$ cat src/core/otc_pkg.sv
// Purpose: Shared constants, types and register map for the oscillator trim and clock-out block.
// Assumes: Registers sit at printed word indices; byte address is four times the index.
// Notes:   All reset values and field positions live here so the modules carry no bare numbers.
package otc_pkg;

    // ------------------------------------------------------------------
    // Register indices and bus geometry
    // ------------------------------------------------------------------
    localparam int unsigned OTC_ADDR_W = 18;
    localparam logic [15:0] OTC_IDX_COARSE = 16'hA001;
    localparam logic [15:0] OTC_IDX_FINE = 16'hA002;
    localparam logic [15:0] OTC_IDX_SWEPT = 16'hA003;
    localparam logic [15:0] OTC_IDX_CLOCK_OUTPUT_CONTROL = 16'hA006;
    localparam logic [15:0] OTC_IDX_SLOW = 16'hA007;

    // ------------------------------------------------------------------
    // Reset values
    // ------------------------------------------------------------------
    localparam logic [7:0] OTC_RST_COARSE = 8'h01;
    localparam logic [7:0] OTC_RST_FINE = 8'h80;
    localparam logic [7:0] OTC_RST_CLOCK_OUTPUT_CONTROL = 8'h00;
    localparam logic [4:0] OTC_RST_SLOW = 5'h08;

    // ------------------------------------------------------------------
    // Field positions
    // ------------------------------------------------------------------
    localparam int unsigned OTC_INTERVAL_LSB = 4;
    localparam int unsigned OTC_AMP_LSB = 2;
    localparam int unsigned OTC_COARSE_LSB = 0;
    localparam int unsigned OTC_CKO_EN_BIT = 7;
    localparam int unsigned OTC_CKO_SEL_LSB = 5;
    localparam int unsigned OTC_CKO_DIV_LSB = 0;
    localparam int unsigned OTC_SLOW_SEL_BIT = 4;
    localparam int unsigned OTC_SLOW_TRIM_LSB = 0;

    // Last slow counter value in each 32 kHz tick period (four and eight base edges), for the 128 kHz and 256 kHz centres.
    localparam logic [2:0] OTC_SLOW_LAST_128 = 3'h3;
    localparam logic [2:0] OTC_SLOW_LAST_256 = 3'h7;

    // Sweep amplitude per code; code 01 is eight steps, the others are a design table.
    localparam logic [3:0][7:0] OTC_AMP_TABLE = {8'h20, 8'h10, 8'h08, 8'h04};

    // ------------------------------------------------------------------
    // Types
    // ------------------------------------------------------------------
    typedef enum logic [1:0] {
        OTC_SRC_SYS,
        OTC_SRC_FAST,
        OTC_SRC_SLOW,
        OTC_SRC_RSVD
    } otc_src_e;

    typedef enum logic [2:0] {
        OTC_REG_NONE,
        OTC_REG_COARSE,
        OTC_REG_FINE,
        OTC_REG_SWEPT,
        OTC_REG_CLOCK_OUTPUT_CONTROL,
        OTC_REG_SLOW
    } otc_reg_e;

    typedef struct packed {
        logic read;
        logic write;
        logic [OTC_ADDR_W-1:0] address;
        logic [31:0] writedata;
        logic [3:0] byteenable;
    } otc_avs_req_s;

    typedef struct packed {
        logic [3:0] interval;
        logic [1:0] amp_code;
        logic [7:0] fine;
    } otc_sweep_cfg_s;

    typedef struct packed {
        logic enable;
        otc_src_e source;
        logic [4:0] divider;
    } otc_cko_cfg_s;

endpackage

$ cat src/core/otc_sweep.sv
// Purpose: Spread-spectrum sweep of the fast oscillator fine trim, with clipping.
// Assumes: clock is the fast oscillator clock; configuration is synchronous to it.
// Notes:   Offset moves every second interval and dwells one slot at each extreme.
`timescale 1ns/1ps
module otc_sweep
    import otc_pkg::*;
#(
    parameter int unsigned INTERVAL_W = 4
) (
    input wire logic clock,
    input wire logic rst_n,
    input wire otc_sweep_cfg_s cfg,
    output logic [7:0] swept_trim_output
);

    if (INTERVAL_W != 4) begin : g_chk
        $error("otc_sweep supports only a 4-bit interval field.");
    end

    typedef struct packed {
        logic [3:0] div_cnt;
        logic half;
        logic [8:0] offset;
        logic dir_up;
        logic [1:0] amp_q;
        logic [7:0] trim;
    } otc_sweep_st_s;

    otc_sweep_st_s s;
    otc_sweep_st_s next_s;
    logic [7:0] amp;
    logic [9:0] sum;

    // ------------------------------------------------------------------
    // Sweep stepping and clipping
    // ------------------------------------------------------------------
    // A changed amplitude restarts the sweep so the offset never sits outside the new span.
    always_comb begin
        next_s = s;
        amp = OTC_AMP_TABLE[s.amp_q];
        if (cfg.interval == 4'h0 || cfg.amp_code != s.amp_q) begin
            next_s.div_cnt = 4'h0;
            next_s.half = 1'b0;
            next_s.offset = 9'h000;
            next_s.dir_up = 1'b1;
            next_s.amp_q = cfg.amp_code;
        end else if (s.div_cnt >= cfg.interval - 4'h1) begin
            next_s.div_cnt = 4'h0;
            next_s.half = ~s.half;
            if (s.half) begin
                if (s.dir_up) begin
                    if ($signed(s.offset) >= $signed({1'b0, amp})) begin
                        next_s.dir_up = 1'b0;
                    end else begin
                        next_s.offset = s.offset + 9'h001;
                    end
                end else begin
                    if ($signed(s.offset) <= -$signed({1'b0, amp})) begin
                        next_s.dir_up = 1'b1;
                    end else begin
                        next_s.offset = s.offset - 9'h001;
                    end
                end
            end
        end else begin
            next_s.div_cnt = s.div_cnt + 4'h1;
        end
        sum = {2'b00, cfg.fine} + {next_s.offset[8], next_s.offset};
        if (sum[9]) begin
            next_s.trim = 8'h00;
        end else if (sum[8]) begin
            next_s.trim = 8'hFF;
        end else begin
            next_s.trim = sum[7:0];
        end
    end

    // Synchronous reset puts the sweep at zero offset, moving upward.
    always_ff @(posedge clock) begin
        if (!rst_n) begin
            s <= '{4'h0, 1'b0, 9'h000, 1'b1, 2'b00, OTC_RST_FINE};
        end else begin
            s <= next_s;
        end
    end

    assign swept_trim_output = s.trim;
endmodule

$ cat src/core/otc_clock_output_control.sv
// Purpose: Clock output source selection and divide by divider plus one.
// Assumes: Fast and slow sources arrive as levels synchronous to clock.
// Notes:   A divider of zero on the system clock gives a steady high level.
`timescale 1ns/1ps
module otc_clock_output_control
    import otc_pkg::*;
#(
    parameter int unsigned DIV_W = 5
) (
    input wire logic clock,
    input wire logic rst_n,
    input wire otc_cko_cfg_s cfg,
    input wire logic fast_osc_ref,
    input wire logic slow_tick_32k,
    output logic clock_out
);

    if (DIV_W != 5) begin : g_chk
        $error("otc_clock_output_control supports only a 5-bit divider field.");
    end

    typedef struct packed {
        logic fast_q;
        logic slow_q;
        logic [4:0] cnt;
        logic out;
    } otc_cko_st_s;

    otc_cko_st_s s;
    otc_cko_st_s next_s;
    logic src_event;

    // ------------------------------------------------------------------
    // Source event and divider
    // ------------------------------------------------------------------
    always_comb begin
        next_s = s;
        next_s.fast_q = fast_osc_ref;
        next_s.slow_q = slow_tick_32k;
        unique case (cfg.source)
            OTC_SRC_FAST: src_event = fast_osc_ref & ~s.fast_q;
            OTC_SRC_SLOW: src_event = slow_tick_32k & ~s.slow_q;
            OTC_SRC_SYS, OTC_SRC_RSVD: src_event = 1'b1;
        endcase
        if (!cfg.enable) begin
            // Parked at the top so the first event after enable starts a full period at zero.
            next_s.cnt = '1;
            next_s.out = 1'b0;
        end else begin
            if (src_event) begin
                next_s.cnt = (s.cnt >= cfg.divider) ? 5'h00 : s.cnt + 5'h01;
            end
            next_s.out = (next_s.cnt <= (cfg.divider >> 1));
        end
    end

    always_ff @(posedge clock) begin
        if (!rst_n) begin
            s <= '{1'b0, 1'b0, 5'h00, 1'b0};
        end else begin
            s <= next_s;
        end
    end

    assign clock_out = s.out;

    // ------------------------------------------------------------------
    // Assertions
    // ------------------------------------------------------------------
    logic [5:0] gap;
    logic seen_rise;

    // Helper: cycles since the last rising edge of the output.
    always_ff @(posedge clock) begin
        if (!rst_n || !cfg.enable) begin
            gap <= 6'h00;
            seen_rise <= 1'b0;
        end else if (next_s.out && !s.out) begin
            gap <= 6'h01;
            seen_rise <= 1'b1;
        end else begin
            gap <= gap + 6'h01;
        end
    end
endmodule

$ cat src/core/otc_top.sv
// Purpose: Oscillator trim, spread-spectrum sweep and clock output control behind Avalon-MM.
// Assumes: clock is the fast oscillator clock; oscillator status levels are synchronous.
// Notes:   Every access takes one wait cycle; unmapped words read zero, writes dropped.
//
// Summary of operation
// - Zero interval disables sweep, trim passes through.
// - Swept trim spans fine trim plus/minus amplitude.
// - Interval sets oscillator cycles between sweep updates; offset moves every second interval.
// - Full sweep lasts four times interval times span.
// - Amplitude code 01 deviates eight trim steps.
// - Swept trim saturates between zero and 255.
// - Fast oscillator stands by during stop/sleep.
// - Two-bit coarse field picks oscillator frequency range.
// - Select bit centres slow oscillator; resets clear.
// - Provide 128 kHz base and 32 kHz tick.
// - Slow oscillator is never powered down.
// - Clear enable disables output; set enables divider.
// - Source select: system, fast, slow; 11 system.
// - Output equals source divided by divider plus one.
//
// Chosen here: the Avalon-MM interface to the registers.
`timescale 1ns/1ps
module otc_top
    import otc_pkg::*;
#(
    parameter int unsigned DIV_W = 5,
    parameter int unsigned INTERVAL_W = 4
) (
    input wire logic clock,
    input wire logic rst_n,
    input wire otc_avs_req_s avs_req,
    output logic [31:0] avs_readdata,
    output logic avs_waitrequest,
    input wire logic cpu_stop,
    input wire logic cpu_sleep,
    input wire logic fast_osc_ref,
    input wire logic slow_osc_base,
    output logic fast_osc_run,
    output logic [1:0] coarse_range_trim,
    output logic [7:0] swept_trim_output,
    output logic slow_osc_power,
    output logic slow_freq_select,
    output logic [3:0] slow_osc_trim_value,
    output logic slow_tick_32k,
    output logic clock_out
);

    // ------------------------------------------------------------------
    // State
    // ------------------------------------------------------------------
    typedef struct packed {
        logic [7:0] coarse;
        logic [7:0] fine;
        logic [7:0] clock_output_control;
        logic [4:0] slow;
        logic ack;
        logic [31:0] readdata;
        logic base_q;
        logic [2:0] slow_cnt;
        logic slow_tick;
        logic run;
    } otc_top_st_s;

    otc_top_st_s s;
    otc_top_st_s next_s;
    otc_sweep_cfg_s sweep_cfg;
    otc_cko_cfg_s cko_cfg;
    otc_reg_e sel;
    logic req;
    logic wr_take;
    logic [2:0] slow_last;

    // Decode a byte address into one of the mapped words.
    function automatic otc_reg_e decode(input logic [OTC_ADDR_W-1:0] addr);
        logic [15:0] idx;
        idx = addr[OTC_ADDR_W-1:2];
        if (idx == OTC_IDX_COARSE) begin
            decode = OTC_REG_COARSE;
        end else if (idx == OTC_IDX_FINE) begin
            decode = OTC_REG_FINE;
        end else if (idx == OTC_IDX_SWEPT) begin
            decode = OTC_REG_SWEPT;
        end else if (idx == OTC_IDX_CLOCK_OUTPUT_CONTROL) begin
            decode = OTC_REG_CLOCK_OUTPUT_CONTROL;
        end else if (idx == OTC_IDX_SLOW) begin
            decode = OTC_REG_SLOW;
        end else begin
            decode = OTC_REG_NONE;
        end
    endfunction

    // Read multiplexer; narrow registers sit in the low bits.
    function automatic logic [31:0] read_word(input otc_reg_e r, input otc_top_st_s st,
                                              input logic [7:0] swept);
        unique case (r)
            OTC_REG_COARSE: read_word = {24'h000000, st.coarse};
            OTC_REG_FINE: read_word = {24'h000000, st.fine};
            OTC_REG_SWEPT: read_word = {24'h000000, swept};
            OTC_REG_CLOCK_OUTPUT_CONTROL: read_word = {24'h000000, st.clock_output_control};
            OTC_REG_SLOW: read_word = {27'h0000000, st.slow};
            default: read_word = 32'h00000000;
        endcase
    endfunction

    if (DIV_W != 5 || INTERVAL_W != 4) begin : g_chk
        $error("otc_top supports only the documented field widths.");
    end

    // ------------------------------------------------------------------
    // Bus slave handshake
    // ------------------------------------------------------------------
    // The first cycle of any request is always stalled so read data can come from a flop.
    assign req = avs_req.read | avs_req.write;
    assign avs_waitrequest = req & ~s.ack;
    assign wr_take = avs_req.write & s.ack & avs_req.byteenable[0];
    assign sel = decode(avs_req.address);
    assign slow_last = s.slow[OTC_SLOW_SEL_BIT] ? OTC_SLOW_LAST_256 : OTC_SLOW_LAST_128;

    // ------------------------------------------------------------------
    // Next state
    // ------------------------------------------------------------------
    always_comb begin
        next_s = s;
        next_s.ack = req & ~s.ack;
        if (req && !s.ack) begin
            next_s.readdata = read_word(sel, s, swept_trim_output);
        end
        // Register writes land on the edge where waitrequest is seen low.
        if (wr_take) begin
            unique case (sel)
                OTC_REG_COARSE: next_s.coarse = avs_req.writedata[7:0];
                OTC_REG_FINE: next_s.fine = avs_req.writedata[7:0];
                OTC_REG_CLOCK_OUTPUT_CONTROL: next_s.clock_output_control = avs_req.writedata[7:0];
                OTC_REG_SLOW: next_s.slow = avs_req.writedata[4:0];
                default: next_s.slow = s.slow;
            endcase
        end
        next_s.base_q = slow_osc_base;
        if (slow_osc_base && !s.base_q) begin
            next_s.slow_cnt = (s.slow_cnt >= slow_last) ? 3'h0 : s.slow_cnt + 3'h1;
        end
        next_s.slow_tick = s.slow[OTC_SLOW_SEL_BIT] ? next_s.slow_cnt[2] : next_s.slow_cnt[1];
        next_s.run = ~(cpu_stop | cpu_sleep);
    end

    // Synchronous reset loads the documented register values.
    always_ff @(posedge clock) begin
        if (!rst_n) begin
            s <= '{OTC_RST_COARSE, OTC_RST_FINE, OTC_RST_CLOCK_OUTPUT_CONTROL, OTC_RST_SLOW, 1'b0,
                   32'h00000000, 1'b0, 3'h0, 1'b0, 1'b1};
        end else begin
            s <= next_s;
        end
    end

    // ------------------------------------------------------------------
    // Outputs and configuration
    // ------------------------------------------------------------------
    assign avs_readdata = s.readdata;
    assign fast_osc_run = s.run;
    assign coarse_range_trim = s.coarse[OTC_COARSE_LSB +: 2];
    assign slow_freq_select = s.slow[OTC_SLOW_SEL_BIT];
    assign slow_osc_trim_value = s.slow[OTC_SLOW_TRIM_LSB +: 4];
    assign slow_osc_power = 1'b1;
    assign slow_tick_32k = s.slow_tick;

    assign sweep_cfg.interval = s.coarse[OTC_INTERVAL_LSB +: 4];
    assign sweep_cfg.amp_code = s.coarse[OTC_AMP_LSB +: 2];
    assign sweep_cfg.fine = s.fine;
    assign cko_cfg.enable = s.clock_output_control[OTC_CKO_EN_BIT];
    assign cko_cfg.source = otc_src_e'(s.clock_output_control[OTC_CKO_SEL_LSB +: 2]);
    assign cko_cfg.divider = s.clock_output_control[OTC_CKO_DIV_LSB +: 5];

    // ------------------------------------------------------------------
    // Submodules
    // ------------------------------------------------------------------
    // sweep interval field width set here
    otc_sweep #(
        .INTERVAL_W(INTERVAL_W)
    ) i_otc_sweep (
        .clock(clock),
        .rst_n(rst_n),
        .cfg(sweep_cfg),
        .swept_trim_output(swept_trim_output)
    );

    otc_clock_output_control #(
        .DIV_W(DIV_W)
    ) i_otc_clock_output_control (
        .clock(clock),
        .rst_n(rst_n),
        .cfg(cko_cfg),
        .fast_osc_ref(fast_osc_ref),
        .slow_tick_32k(s.slow_tick),
        .clock_out(clock_out)
    );
endmodule

$ cat config.mk
export PLATFORM = sky130hd
export DESIGN_NAME = otc_top
export DESIGN_NICKNAME = d
export VERILOG_FILES = /design/src/core/otc_pkg.sv /design/src/core/otc_sweep.sv /design/src/core/otc_clock_output_control.sv /design/src/core/otc_top.sv
export SDC_FILE = /design/constraint.sdc
export NUM_CORES = 1
export LEC_CHECK = 0
export BUFFER_PORTS_ARGS = -buffer_cell sky130_fd_sc_hd__buf_4
export CORE_MARGIN = 2
export CORE_UTILIZATION = 46
export CTS_CLUSTER_DIAMETER = 50
export DETAILED_ROUTE_END_ITERATION = 12
export PLACE_DENSITY_LB_ADDON = 0.15
export SYNTH_ARGS = -nofsm -noshare
export SYNTH_HDL_FRONTEND = slang
export SYNTH_SLANG_ARGS = --single-unit
$ cat constraint.sdc
create_clock -name clock -period 8.5 [get_ports clock]
set_input_delay 0.425 -clock clock [delete_from_list [all_inputs] [get_ports clock]]
set_output_delay 0.425 -clock clock [all_outputs]
set_load 0.05 [all_outputs]
Word-level counts from Yosys, hierarchy flattened
Cells that the tools add are included.
{"block": "op_classes", "addsub": 8, "n_mux": 27, "eq_ne": 14, "bitwise": 13, "n_reduce_logical": 17, "magnitude_cmp": 7}
{"cell": "== test 16 bit (second input constant)", "n": 5}
{"cell": "2-to-1 mux 10 bit", "n": 4}
{"cell": "case mux 8 bit (5 select lines)", "n": 1}
{"cell": "2-to-1 mux 3 bit", "n": 8}
{"cell": "2-to-1 mux 8 bit", "n": 3}
{"cell": "2-to-1 mux 9 bit", "n": 2}
{"cell": "binary-select mux 8 bit (select 2 bit)", "n": 1}
{"cell": "2-to-1 mux 5 bit", "n": 3}
{"cell": "AND reduction 2 bit", "n": 6}
{"cell": "adder 9 x 9 -> 10 bit", "n": 1}
{"cell": "adder 9 x 1 -> 9 bit (second input constant)", "n": 1}
{"cell": ">= comparator 9 bit", "n": 1}
{"cell": "less-or-equal comparator 9 bit", "n": 1}
{"cell": "negator 8 -> 9 bit", "n": 1}
{"cell": "subtractor 9 x 1 -> 9 bit (second input constant)", "n": 1}
{"cell": "== test 3 x 2 -> 1 bit (second input constant)", "n": 2}
{"cell": "== test 3 bit (second input constant)", "n": 2}
{"cell": "2-to-1 mux 6 bit", "n": 1}
{"cell": "NOT 1 bit", "n": 6}
{"cell": "OR reduction 2 bit", "n": 3}
{"cell": "adder 5 x 1 -> 5 bit (second input constant)", "n": 1}
{"cell": "AND 1 bit", "n": 5}
{"cell": ">= comparator 5 bit", "n": 1}
{"cell": "less-or-equal comparator 5 x 4 -> 1 bit", "n": 1}
{"cell": "other kinds (19)", "n": 25}
{"block": "totals", "regBits": 101, "out_inout_bits": 52, "input_bits": 62, "elab_cells": 108}

Depth between registers and ports, before layout
Gate-level depths: netlist of run 1.
{"block": "depth", "word_depth": 12, "depth_mapped": 21, "mapped_depth_nobuf": 20}

Hierarchy
A second synthesis of run 1 with hierarchy kept.
{"block": "unflattened", "cells_unflattened": 603, "area_unflattened_um2": 5207.5}
{"module": "otc_top", "seq_area_each_um2": 880.8, "n_inst": 1, "area_per_inst_um2": 2556.2, "cells_per_inst": 294}
{"module": "otc_sweep", "seq_area_each_um2": 500.5, "n_inst": 1, "area_per_inst_um2": 1988.2, "cells_per_inst": 232}
{"module": "otc_clock_output_control", "seq_area_each_um2": 160.2, "n_inst": 1, "area_per_inst_um2": 663.1, "cells_per_inst": 77}

Worst setup path after synthesis of run 1
No wires, ideal clock.
{"block": "synth_path", "path_type": "register -> register", "startpoint": "register i_otc_sweep.s[8] in the netlist's numbering", "endpoint": "register i_otc_sweep.s, in the netlist i_otc_sweep.swept_trim_output[2]", "t_arrival_ps": 3890, "path_buffers": 0, "stages_incl_launch_ff": 18, "path_slack_ps": 4495, "setup_time_ps": 115, "t_required_ps": 8385, "cell_sequence": "dfxtp_1 -> or2_2 -> inv_1 -> ha_1 -> a21bo_2 -> a21oi_1 -> o21ai_0 -> a2111oi_1 -> o21ai_0 -> xor2_1 -> nor2_1 -> ha_1 -> o21ai_0 -> a21oi_1 -> o41ai_1 -> nor2_1 -> o31a_1 -> o21a_1"}
{"item": "start: declaration", "line": "otc_sweep.sv:29", "rtl": "otc_sweep_st_s s;"}
{"item": "start signal: assignment", "line": "otc_sweep.sv:81", "rtl": "s <= '{4'h0, 1'b0, 9'h000, 1'b1, 2'b00, OTC_RST_FINE};"}
{"item": "start signal: assignment", "line": "otc_sweep.sv:83", "rtl": "s <= next_s;"}

==> impl_results.md, run 1 <==
* Switching pwr at 0.0002026 W
* Ys async rst share at 0
* Width of the die at 107.5 um
* Num rows at 37
* Hold path cells at 2
* Pwr/cell area at 134.3 nW/um^2
* CP top delay family: compound AO/OA/AOI/OAI gates
* Congestion Overflow GR at 0
* TritonCTS Buffers at 9
* Switching share of power at 0.2782
* Hold Vio Cnt, Final at 0
* Hold-fix buffers at CTS at 0
* Detailed Place HPWL at 8.978 mm
* Clock Root Buffer: clkbuf_8
* Int Power at 0.0005258 W
* Core footprint at 10,370 sq um
* Rel. slew slack at 0.3451
* Fin crit share at 0.5719
* Area post-placement at 5223 sq um
* FF+latch count, synth at 77
* Drt first pass iters at 5
* Area grow syn2layout at 10.00%
* Total wire length at 11.79 mm
* CP arrival at 5.14 ns
* Commonest non-fill, non-tap cells in the layout: dfxtp_1 (77), nor2_1 (76), buf_4 (60), mux2i_1 (40), ha_1 (39)
* Clock skew at 0.01854 ns
* Die height at 107.5 um
* Cell variety after synth at 66
* DRC errors left at 0
* Slowest stage delay, CP at 0.81 ns
* Register share of total power at 0.505
* Via/cell ratio at 5.464
* DR WL/cell at 15.77 um
* Final Max Slew Viols at 0
* Area of the multi-input gates at 2944 sq um
* Max-Cap Viols at 0
* Final ANT Viol Nets at 0
* Sequential standard cell area at 1541 sq um
* CP most frequent cell: o21ai_0
* Max Clk Rate at 205.7 MHz
* Share of cells above drive strength 1 at 0.1536
* Ranking of synthesized cells by area: dfxtp_1 (31%), ha_1 (9.9%), mux2i_1 (8.1%), buf_4 (7.3%), nor2_1 (5.8%)
* Clock sinks at 77
* Most common cell after layout, fill and taps aside: dfxtp_1
* Core Util, Final at 0.5229
* Post-synth EDFFs at 0
* Slowest CP cell: a2111oi_0
* Top-area cell type share of the netlist area at 0.3127
* Worst Path Buf+Inv at 1
* Final setup viols at 0
* Vias in the first global route at 3,831
* Gr usage total at 0.2067
* Crit-path cells: or2_2 > inv_1 > ha_1 > nand4_1 > nor3b_1 > o21ai_0 > a2111oi_0 > o21ai_0 > xor2_1 > nor2_1 > ha_1 > o21ai_0 > a21oi_1 > o31a_1 > o21ai_0 > nand2b_1 > xnor2_1 > o21a_1
* RSZ-0062 raised after global routing: no
* FF-to-FF Start: i_otc_sweep.s[8]
* First-pass GRT wire length at 18.83 mm
* # resized after CTS at 0
* Hold crit path type: primary input to register
* Worst Reg2Reg Path Length in Cells at 18
* Largest net degree at the start of global routing at 31
* Initial antenna violation count at 0
* Post-CTS repair timing setup buffer count at 0
* Synth Warn # at 0
* CP endpoint kind: register
* Leakage power at 2.327 nW
* Sequential area share after synthesis at 0.3127
* Gate power share at 0.106
* Worst setup SP type: register
* Via count at 4,087
* Final layout net count at 709
* CP required at 8.78 ns
* Io pins at 114
* # diodes at 0
* Setup TNS at 0 ns
* Htree depth at 3
* Peak VDD IR at 0.09093 mV
* Outcome: finished clean
* Reg2reg end: i_otc_sweep.swept_trim_output[5]
* Crit path kind: register to register
* Gate Count Post-Synth at 575
* Synth Flop Type: dfxtp_1
* Syn_area_per_cell at 8.573 sq um
* Critical path peak fanout at 7
* Worst hold endpoint: fast_osc_run
* Clock transition at path regs at 0.10 ns
* Synth Cell Area at 4930 sq um
* CTS tree: yes
* Number of fill cells at 1,015
* HP Start: cpu_stop
* R2r setup slk at 3.64 ns
* Final Critical Period at 4.861 ns
* Yosys top cell by area: dfxtp_1
* Die area at 11,560 sq um
* Clock latency on the worst-skew pair at 0.36 ns
* Clk buf depth at 2
* Port buffer count at 59
* Least-Margin Pin Slew at 0.9813 ns
* Fin area at 5423 sq um
* GPL Wtd Cong at 0.8621
* DR iter-0 viols at 182
* Clk pwr share at 0.389
* Starting Density at 0.4754
==> sequential cells by signal, summed over array words and instances (netlist names), 2 cells and up <==
| register | cells |
|---|---|
| slow_osc_trim_value | 4 |
| coarse_range_trim | 2 |
| cko_cfg | 8 |
| avs_readdata | 8 |
| i_otc_sweep.swept_trim_output | 8 |
| i_otc_sweep.s | 17 |
| i_otc_clock_output_control.s | 7 |
| s | 19 |
==> synthesized netlist by cell type, types with 6 or more instances <==
library cell   n
dfxtp_1       77
nor2_1        76
buf_4         48
mux2i_1       40
ha_1          39
inv_1         31
nand2_1       27
o21ai_0       27
nand3_1       19
a21oi_1       17
o21a_1        15
clkbuf_1      12
nand2b_1      12
nor3_1        10
xnor2_1       10
xor2_1         9
a21o_1         8
a31oi_1        6
==> logic make-up (layout without fill, tap and decap cells) <==
kind of cell               count (synthesis)  after routing  synth area share
buffers and inverters                     94            107            0.1084
adders and majority gates                 40             40            0.1030
xor gates and xnor gates                  19             19           0.03376
DFF                                       77             77            0.3127
other                                      2             26          0.001523
AOI/OAI and AO/OA                        112            112            0.1551
muxes                                     41             41           0.08350
and+or+nand+nor                          190            190            0.2020
==> metrics by stage <==
step	setup slack (ns)	hold slack (ns)	instances	power, W
after floorplan	4.495	0.4297	599	0.0004389
after global placement	3.841	0.4461	732	0.0004518
after detailed placement	3.720	0.4545	732	0.0004535
after CTS	3.687	0.2245	748	0.0007347
after global routing	3.173	0.2311	748	0.0007551
final	3.639	0.2323	748	0.0007285
==> area by class of cell <==
cell class	count	share of cell area
well taps	136	0.03138
repair buffers	60	0.08306
flip-flops and latches	77	0.2843
inverters	31	0.02146
multi-input cells	428	0.5429
clock buffers	10	0.02353
clock inverters	6	0.01338
==> power groups by stage <==
| stage | Sequential [W] | Clock (W) | Combinational (W) |
|---|---|---|---|
| after floorplan | 0.000378 | 0 | 0.0000607 |
| after global placement | 0.000376 | 0 | 0.0000754 |
| after detailed placement | 0.000377 | 0 | 0.0000768 |
| after CTS | 0.000368 | 0.000290 | 0.0000770 |
| after global routing | 0.000369 | 0.000303 | 0.0000832 |
| final | 0.000368 | 0.000283 | 0.0000771 |
==> worst max-delay path by stage <==
stage,startpoint,to,cells past startpoint
after floorplan,i_otc_sweep.s[8],i_otc_sweep.swept_trim_output[2],17
after global placement,i_otc_sweep.s[8],i_otc_sweep.swept_trim_output[3],18
after detailed placement,i_otc_sweep.s[8],i_otc_sweep.swept_trim_output[5],18
after CTS,i_otc_sweep.s[8],i_otc_sweep.swept_trim_output[5],18
after global routing,i_otc_sweep.s[8],i_otc_sweep.swept_trim_output[5],18
final,i_otc_sweep.s[8],i_otc_sweep.swept_trim_output[5],18
==> metal layers <==
layer / up-vias / wire length, um / track usage
li1: 2022 / - / -
met1: 1926 / 5570 / 0.2770
met2: 129 / 5297 / 0.3387
met3: 10 / 802 / 0.04056
met4: 0 / 123 / 0.05678
met5: - / 0 / 0
Power figures use the tool's default switching activity.
==> run 2: changes to the inputs <==
==> constraint.sdc (replaced) <==
create_clock -name clock -period 4.45 [get_ports clock]
set_input_delay 0.2225 -clock clock [delete_from_list [all_inputs] [get_ports clock]]
set_output_delay 0.2225 -clock clock [all_outputs]
set_load 0.05 [all_outputs]
==> impl_results.md, run 2 (synthesis gave the netlist of run 1 again) <==
* Clock sinks at 77
* Reg2reg end: i_otc_sweep.swept_trim_output[1]
* Crit path kind: register to register
* Hold-fix buffers at CTS at 0
* FF-to-FF Start: s[65]
* Worst Setup SP: s[65]
* Htree depth at 3
* Starting Density at 0.4754
* Leakage power at 2.462 nW
* Setup TNS at 0 ns
* Area grow syn2layout at 14.59%
* Clock transition at path regs at 0.09 ns
* Placement Setup Slack at 0.05268 ns
* Io pins at 114
* Final Critical Period at 4.151 ns
* Outcome: finished clean
* Final layout net count at 727
* Max Clk Rate at 240.9 MHz
* Commonest non-fill, non-tap cells in the layout: buf_4 (78), dfxtp_1 (77), nor2_1 (76), mux2i_1 (40), ha_1 (39)
* Worst hold endpoint: fast_osc_run
* Vias in the first global route at 3,895
* Share of cells above drive strength 1 at 0.1921
* Port buffer count at 59
* Fin crit share at 0.9328
* R2r setup slk at 0.30 ns
* TritonCTS Buffers at 9
* Final ANT Viol Nets at 0
* Die height at 107.5 um
* Least-Margin Pin Slew at 1.020 ns
* Max-Cap Viols at 0
* Hold path cells at 2
* Core Util, Final at 0.5448
* CP top delay family: compound AO/OA/AOI/OAI gates
* Worst Setup Slack, final at 0.2992 ns
* Number of fill cells at 972
* Via/cell ratio at 5.500
* Total wire length at 11.77 mm
* Hold crit path type: primary input to register
* Peak VDD IR at 0.1448 mV
* Clock Root Buffer: clkbuf_8
* Gr usage total at 0.2089
* CP arrival at 4.39 ns
* Initial antenna violation count at 0
* Slowest stage delay, CP at 0.44 ns
* Pwr/cell area at 257.1 nW/um^2
* Die area at 11,560 sq um
* Most flop-heavy register: s
* Clock skew at 0.01625 ns
* Hold slack at 0.03720 ns
* CTS tree: yes
* DR WL/cell at 15.36 um
* Clock latency on the worst-skew pair at 0.35 ns
* DR iter-0 viols at 205
* RSZ-0062 raised after global routing: no
* Num rows at 37
* HP Start: cpu_stop
* Rel. slew slack at 0.3194
* Drt first pass iters at 4
* Via count at 4,213
* Crit-path cells: inv_1 > ha_1 > xnor2_1 > ha_1 > or2_2 > a21oi_2 > buf_4 > nor4_1 > o2bb2ai_1 > a221o_1 > or2_2 > fa_1 > nand2b_1 > a21oi_2 > o31a_1 > o21ai_0 > nand2b_1 > xnor2_4 > o21a_1
* CP endpoint kind: register
* Largest regs: s (19), i_otc_sweep.s (17)
* Worst Path Buf+Inv at 2
* Core footprint at 10,370 sq um
* Largest register FFs at 19
* CP required at 4.69 ns
* Detailed Place HPWL at 8.978 mm
* Clk buf depth at 2
* GPL Wtd Cong at 0.8873
* Final setup viols at 0
* Congestion Overflow GR at 0
* # diodes at 0
* Critical path peak fanout at 7
* Width of the die at 107.5 um
* Most common cell after layout, fill and taps aside: buf_4
* Final Max Slew Viols at 0
* Slowest CP cell: fa_1
* Largest net degree at the start of global routing at 31
* Worst setup SP type: register
* Worst Reg2Reg Path Length in Cells at 19
* DRC errors left at 0
* Hold Vio Cnt, Final at 0
* First-pass GRT wire length at 18.98 mm
==> run 2: cell count changes in the layout (fill, tap and decap cells not counted), sizes merged <==
| cell | previous run | this run |
|---|---|---|
| bufinv | 1 | 2 |
| clkinvlp | 3 | 1 |
| inv | 32 | 33 |
| buf | 60 | 78 |
==> run 2: power breakdown <==
group	total (W)	internal [W]	switching, W
clock network	0.000602	0.000321	0.000280
registers	0.000703	0.000696	0.00000676
logic	0.000147	0.0000437	0.000104
total	0.00145	0.00106	0.000391
==> run 2: layer usage <==
| layer | GRT usage | routed length, um | vias to the layer above | share of wire |
|---|---|---|---|---|
| met5 | 0 | 0 | - | 0 |
| met4 | 0.07509 | 215 | 0 | 0.018 |
| met3 | 0.03814 | 846 | 18 | 0.072 |
| met2 | 0.3190 | 5179 | 156 | 0.44 |
| met1 | 0.2941 | 5525 | 1980 | 0.47 |
| li1 | - | - | 2059 | - |
==> run 2: layout make-up <==
type	instances	area, sq um	area share
Timing Repair Buffer	78	585.6	0.1037
Multi-Input combinational cell	428	3014	0.5336
Tap cell	136	170.2	0.03012
Sequential cell	77	1541	0.2729
Clock inverter	6	93.84	0.01661
Clock buffer	10	127.6	0.02259
Inverter	31	116.4	0.02060
==> run 2: timing repair <==
item                                   CTS  global route
setup buffers                            0             1
pin swaps                                0             2
gates resized for setup                  1            14
endpoints found under the hold margin    0             0
setup endpoints to repair                5             8
==> run 2: how the worst max path moves through the flow <==
stage                                                   to  slack, ns  cells past startpoint
final                     i_otc_sweep.swept_trim_output[1]       0.30                     19
after global placement    i_otc_sweep.swept_trim_output[6]       0.10                     20
after detailed placement  i_otc_sweep.swept_trim_output[1]       0.05                     20
after global routing      i_otc_sweep.swept_trim_output[5]      0.005                     21
after floorplan           i_otc_sweep.swept_trim_output[2]       0.45                     17
after CTS                 i_otc_sweep.swept_trim_output[1]       0.01                     18
==> run 2: per-stage QoR <==
step           instances  cell area, sq um  power [W]
2_1_floorplan        599              5020  0.0008383
5_1_grt              766              5649   0.001503
3_3_place_gp         749              5350  0.0008636
4_1_cts              765              5577   0.001461
3_5_place_dp         749              5350  0.0008660
6_report             766              5649   0.001452
==> run 3: changes to the inputs <==
==> constraint.sdc (replaced) <==
create_clock -name clock -period 3.65 [get_ports clock]
set_input_delay 0.1825 -clock clock [delete_from_list [all_inputs] [get_ports clock]]
set_output_delay 0.1825 -clock clock [all_outputs]
set_load 0.05 [all_outputs]
==> impl_results.md, run 3 (synthesis gave the netlist of run 1 again) <==
* Failing checks: negative setup slack
* Largest regs: s (19), i_otc_sweep.s (17)
* CP arrival at 4.15 ns
* First-pass GRT wire length at 20.82 mm
* Final setup viols at 8
* DR iter-0 viols at 304
* Crit path kind: register to register
* TritonCTS Buffers at 9
* Area grow syn2layout at 28.78%
* Final Max Slew Viols at 0
* Worst setup SP type: register
* Clock skew at 0.01449 ns
* Via/cell ratio at 5.287
* Int Power at 0.001160 W
* CP top delay family: compound AO/OA/AOI/OAI gates
* Sequential standard cell area at 1549 sq um
* Clk buf depth at 2
* Rel. slew slack at 0.4722
* Leakage power at 2.775 nW
* Number of fill cells at 912
* Hold Vio Cnt, Final at 0
* Outcome: complete, but fails checks
* Crit-path cells: or2_4 > inv_2 > ha_4 > o21a_1 > o21a_1 > o21ai_4 > nand2_2 > o2bb2ai_1 > a221o_1 > buf_4 > nor2_2 > ha_1 > a21o_1 > nand2_1 > a21oi_4 > o41ai_2 > nor2_1 > o31a_1 > o21a_1
* Max-Cap Viols at 0
* Drt first pass iters at 5
* Tot Pwr at 0.001656 W
* Final Critical Period at 3.893 ns
* Vias in the first global route at 4,198
* Total wire length at 12.92 mm
* CP endpoint kind: register
* CTS tree: yes
* Worst Path Buf+Inv at 2
* Fin cells at 820
* Placement Setup Slack at -0.2854 ns
* Placed insts at 786
* Commonest non-fill, non-tap cells in the layout: buf_4 (128), dfxtp_1 (73), nor2_1 (72), mux2i_1 (40), ha_1 (31)
* Detailed Place HPWL at 9.612 mm
* Slowest stage delay, CP at 0.37 ns
* Initial antenna violation count at 0
* Io pins at 114
* Largest register FFs at 19
* RSZ-0062 raised after global routing: yes
* Switching share of power at 0.2990
* Share of cells above drive strength 1 at 0.3114
* # diodes at 0
* Num rows at 37
* CP most frequent cell: o21a_1
* Port buffer count at 59
* Core Util, Final at 0.6122
* Least-Margin Pin Slew at 0.7880 ns
* Starting Density at 0.4754
* Max Clk Rate at 256.8 MHz
* Die height at 107.5 um
* Most flop-heavy register: s
* DR WL/cell at 15.76 um
* Clock latency on the worst-skew pair at 0.36 ns
* Final layout net count at 781
* Core footprint at 10,370 sq um
* Clock transition at path regs at 0.09 ns
* Worst Setup Slack, final at -0.2435 ns
* Width of the die at 107.5 um
* Fin crit share at 1.067
* Congestion Overflow GR at 0
* Register share of total power at 0.517
* Via count at 4,335
* Clk pwr share at 0.373
* CP required at 3.90 ns
* Slowest CP cell: dfxtp_4
* Hold crit path type: primary input to register
* Area of the multi-input gates at 3319 sq um
* Clock Root Buffer: clkbuf_8
* Pwr/cell area at 260.8 nW/um^2
* Gate power share at 0.110
* Die area at 11,560 sq um
* Peak VDD IR at 0.1963 mV
* Critical path peak fanout at 7
* Final ANT Viol Nets at 0
* Gr usage total at 0.2299
* Switching pwr at 0.0004950 W
* Largest net degree at the start of global routing at 31
* DRC errors left at 0
* Htree depth at 3
* Clock sinks at 77
* GPL Wtd Cong at 0.9025
* Most common cell after layout, fill and taps aside: buf_4
-- run 3: cell count changes in the layout (fill, tap and decap cells not counted), moves of 5 or more --
cell / change
ha_1: -8
ha_4: +6
buf_4: +50
o21ai_0: -5
-- run 3: area by class of cell --
cell class | count | share of cell area
Clock buffer | 9 | 0.01951
Clock inverter | 7 | 0.009066
Sequential cell | 77 | 0.2440
Timing Repair Buffer | 132 | 0.1594
Tap cell | 136 | 0.02680
Inverter | 31 | 0.01833
Multi-Input combinational cell | 428 | 0.5229
-- run 3: path summary, 6_finish.rpt --
path	start	end	slack [ns]	cells past startpoint
hold reg to reg	avs_readdata[4]	avs_readdata[4]	0.48	2
setup reg to reg	i_otc_sweep.s[9]	i_otc_sweep.swept_trim_output[5]	-0.24	19
hold / removal	slow_osc_base	s[5]	0.03	2
setup / recovery	i_otc_sweep.s[9]	i_otc_sweep.swept_trim_output[5]	-0.24	19
-- run 3: timing repair --
action,CTS,global route
resized for setup,40,17
setup buffers,12,6
hold buffers,2,0
hold endpoints to repair,1,0
pin swaps,26,16
setup endpoints to repair,8,8
-- run 3: per-layer routing --
layer / share of wire / up-vias / GRT usage / wire length, um
li1: - / 2157 / - / -
met1: 0.49 / 2060 / 0.3306 / 6393
met2: 0.45 / 108 / 0.3562 / 5841
met3: 0.045 / 10 / 0.04540 / 583
met4: 0.0081 / 0 / 0.05037 / 105
met5: 0 / - / 0 / 0
-- run 3: per-stage QoR --
| stage | instance area, sq um | hold slack, ns | setup TNS (ns) |
|---|---|---|---|
| final | 6349 | 0.03300 | -1.813 |
| after floorplan | 5125 | 0.2829 | 0 |
| after global placement | 5729 | 0.3649 | -1.749 |
| after CTS | 6205 | 0.02918 | -0.7385 |
| after global routing | 6349 | 0.02608 | -3.138 |
| after detailed placement | 5729 | 0.3707 | -2.077 |
-- run 3: power groups by stage --
stage / Sequential (W) / Combinational, W / Clock [W]
floorplan: 0.000881 / 0.000141 / 0
global placement: 0.000877 / 0.000175 / 0
detailed placement: 0.000877 / 0.000179 / 0
CTS: 0.000857 / 0.000181 / 0.000628
global route: 0.000859 / 0.000195 / 0.000666
finish: 0.000857 / 0.000182 / 0.000617
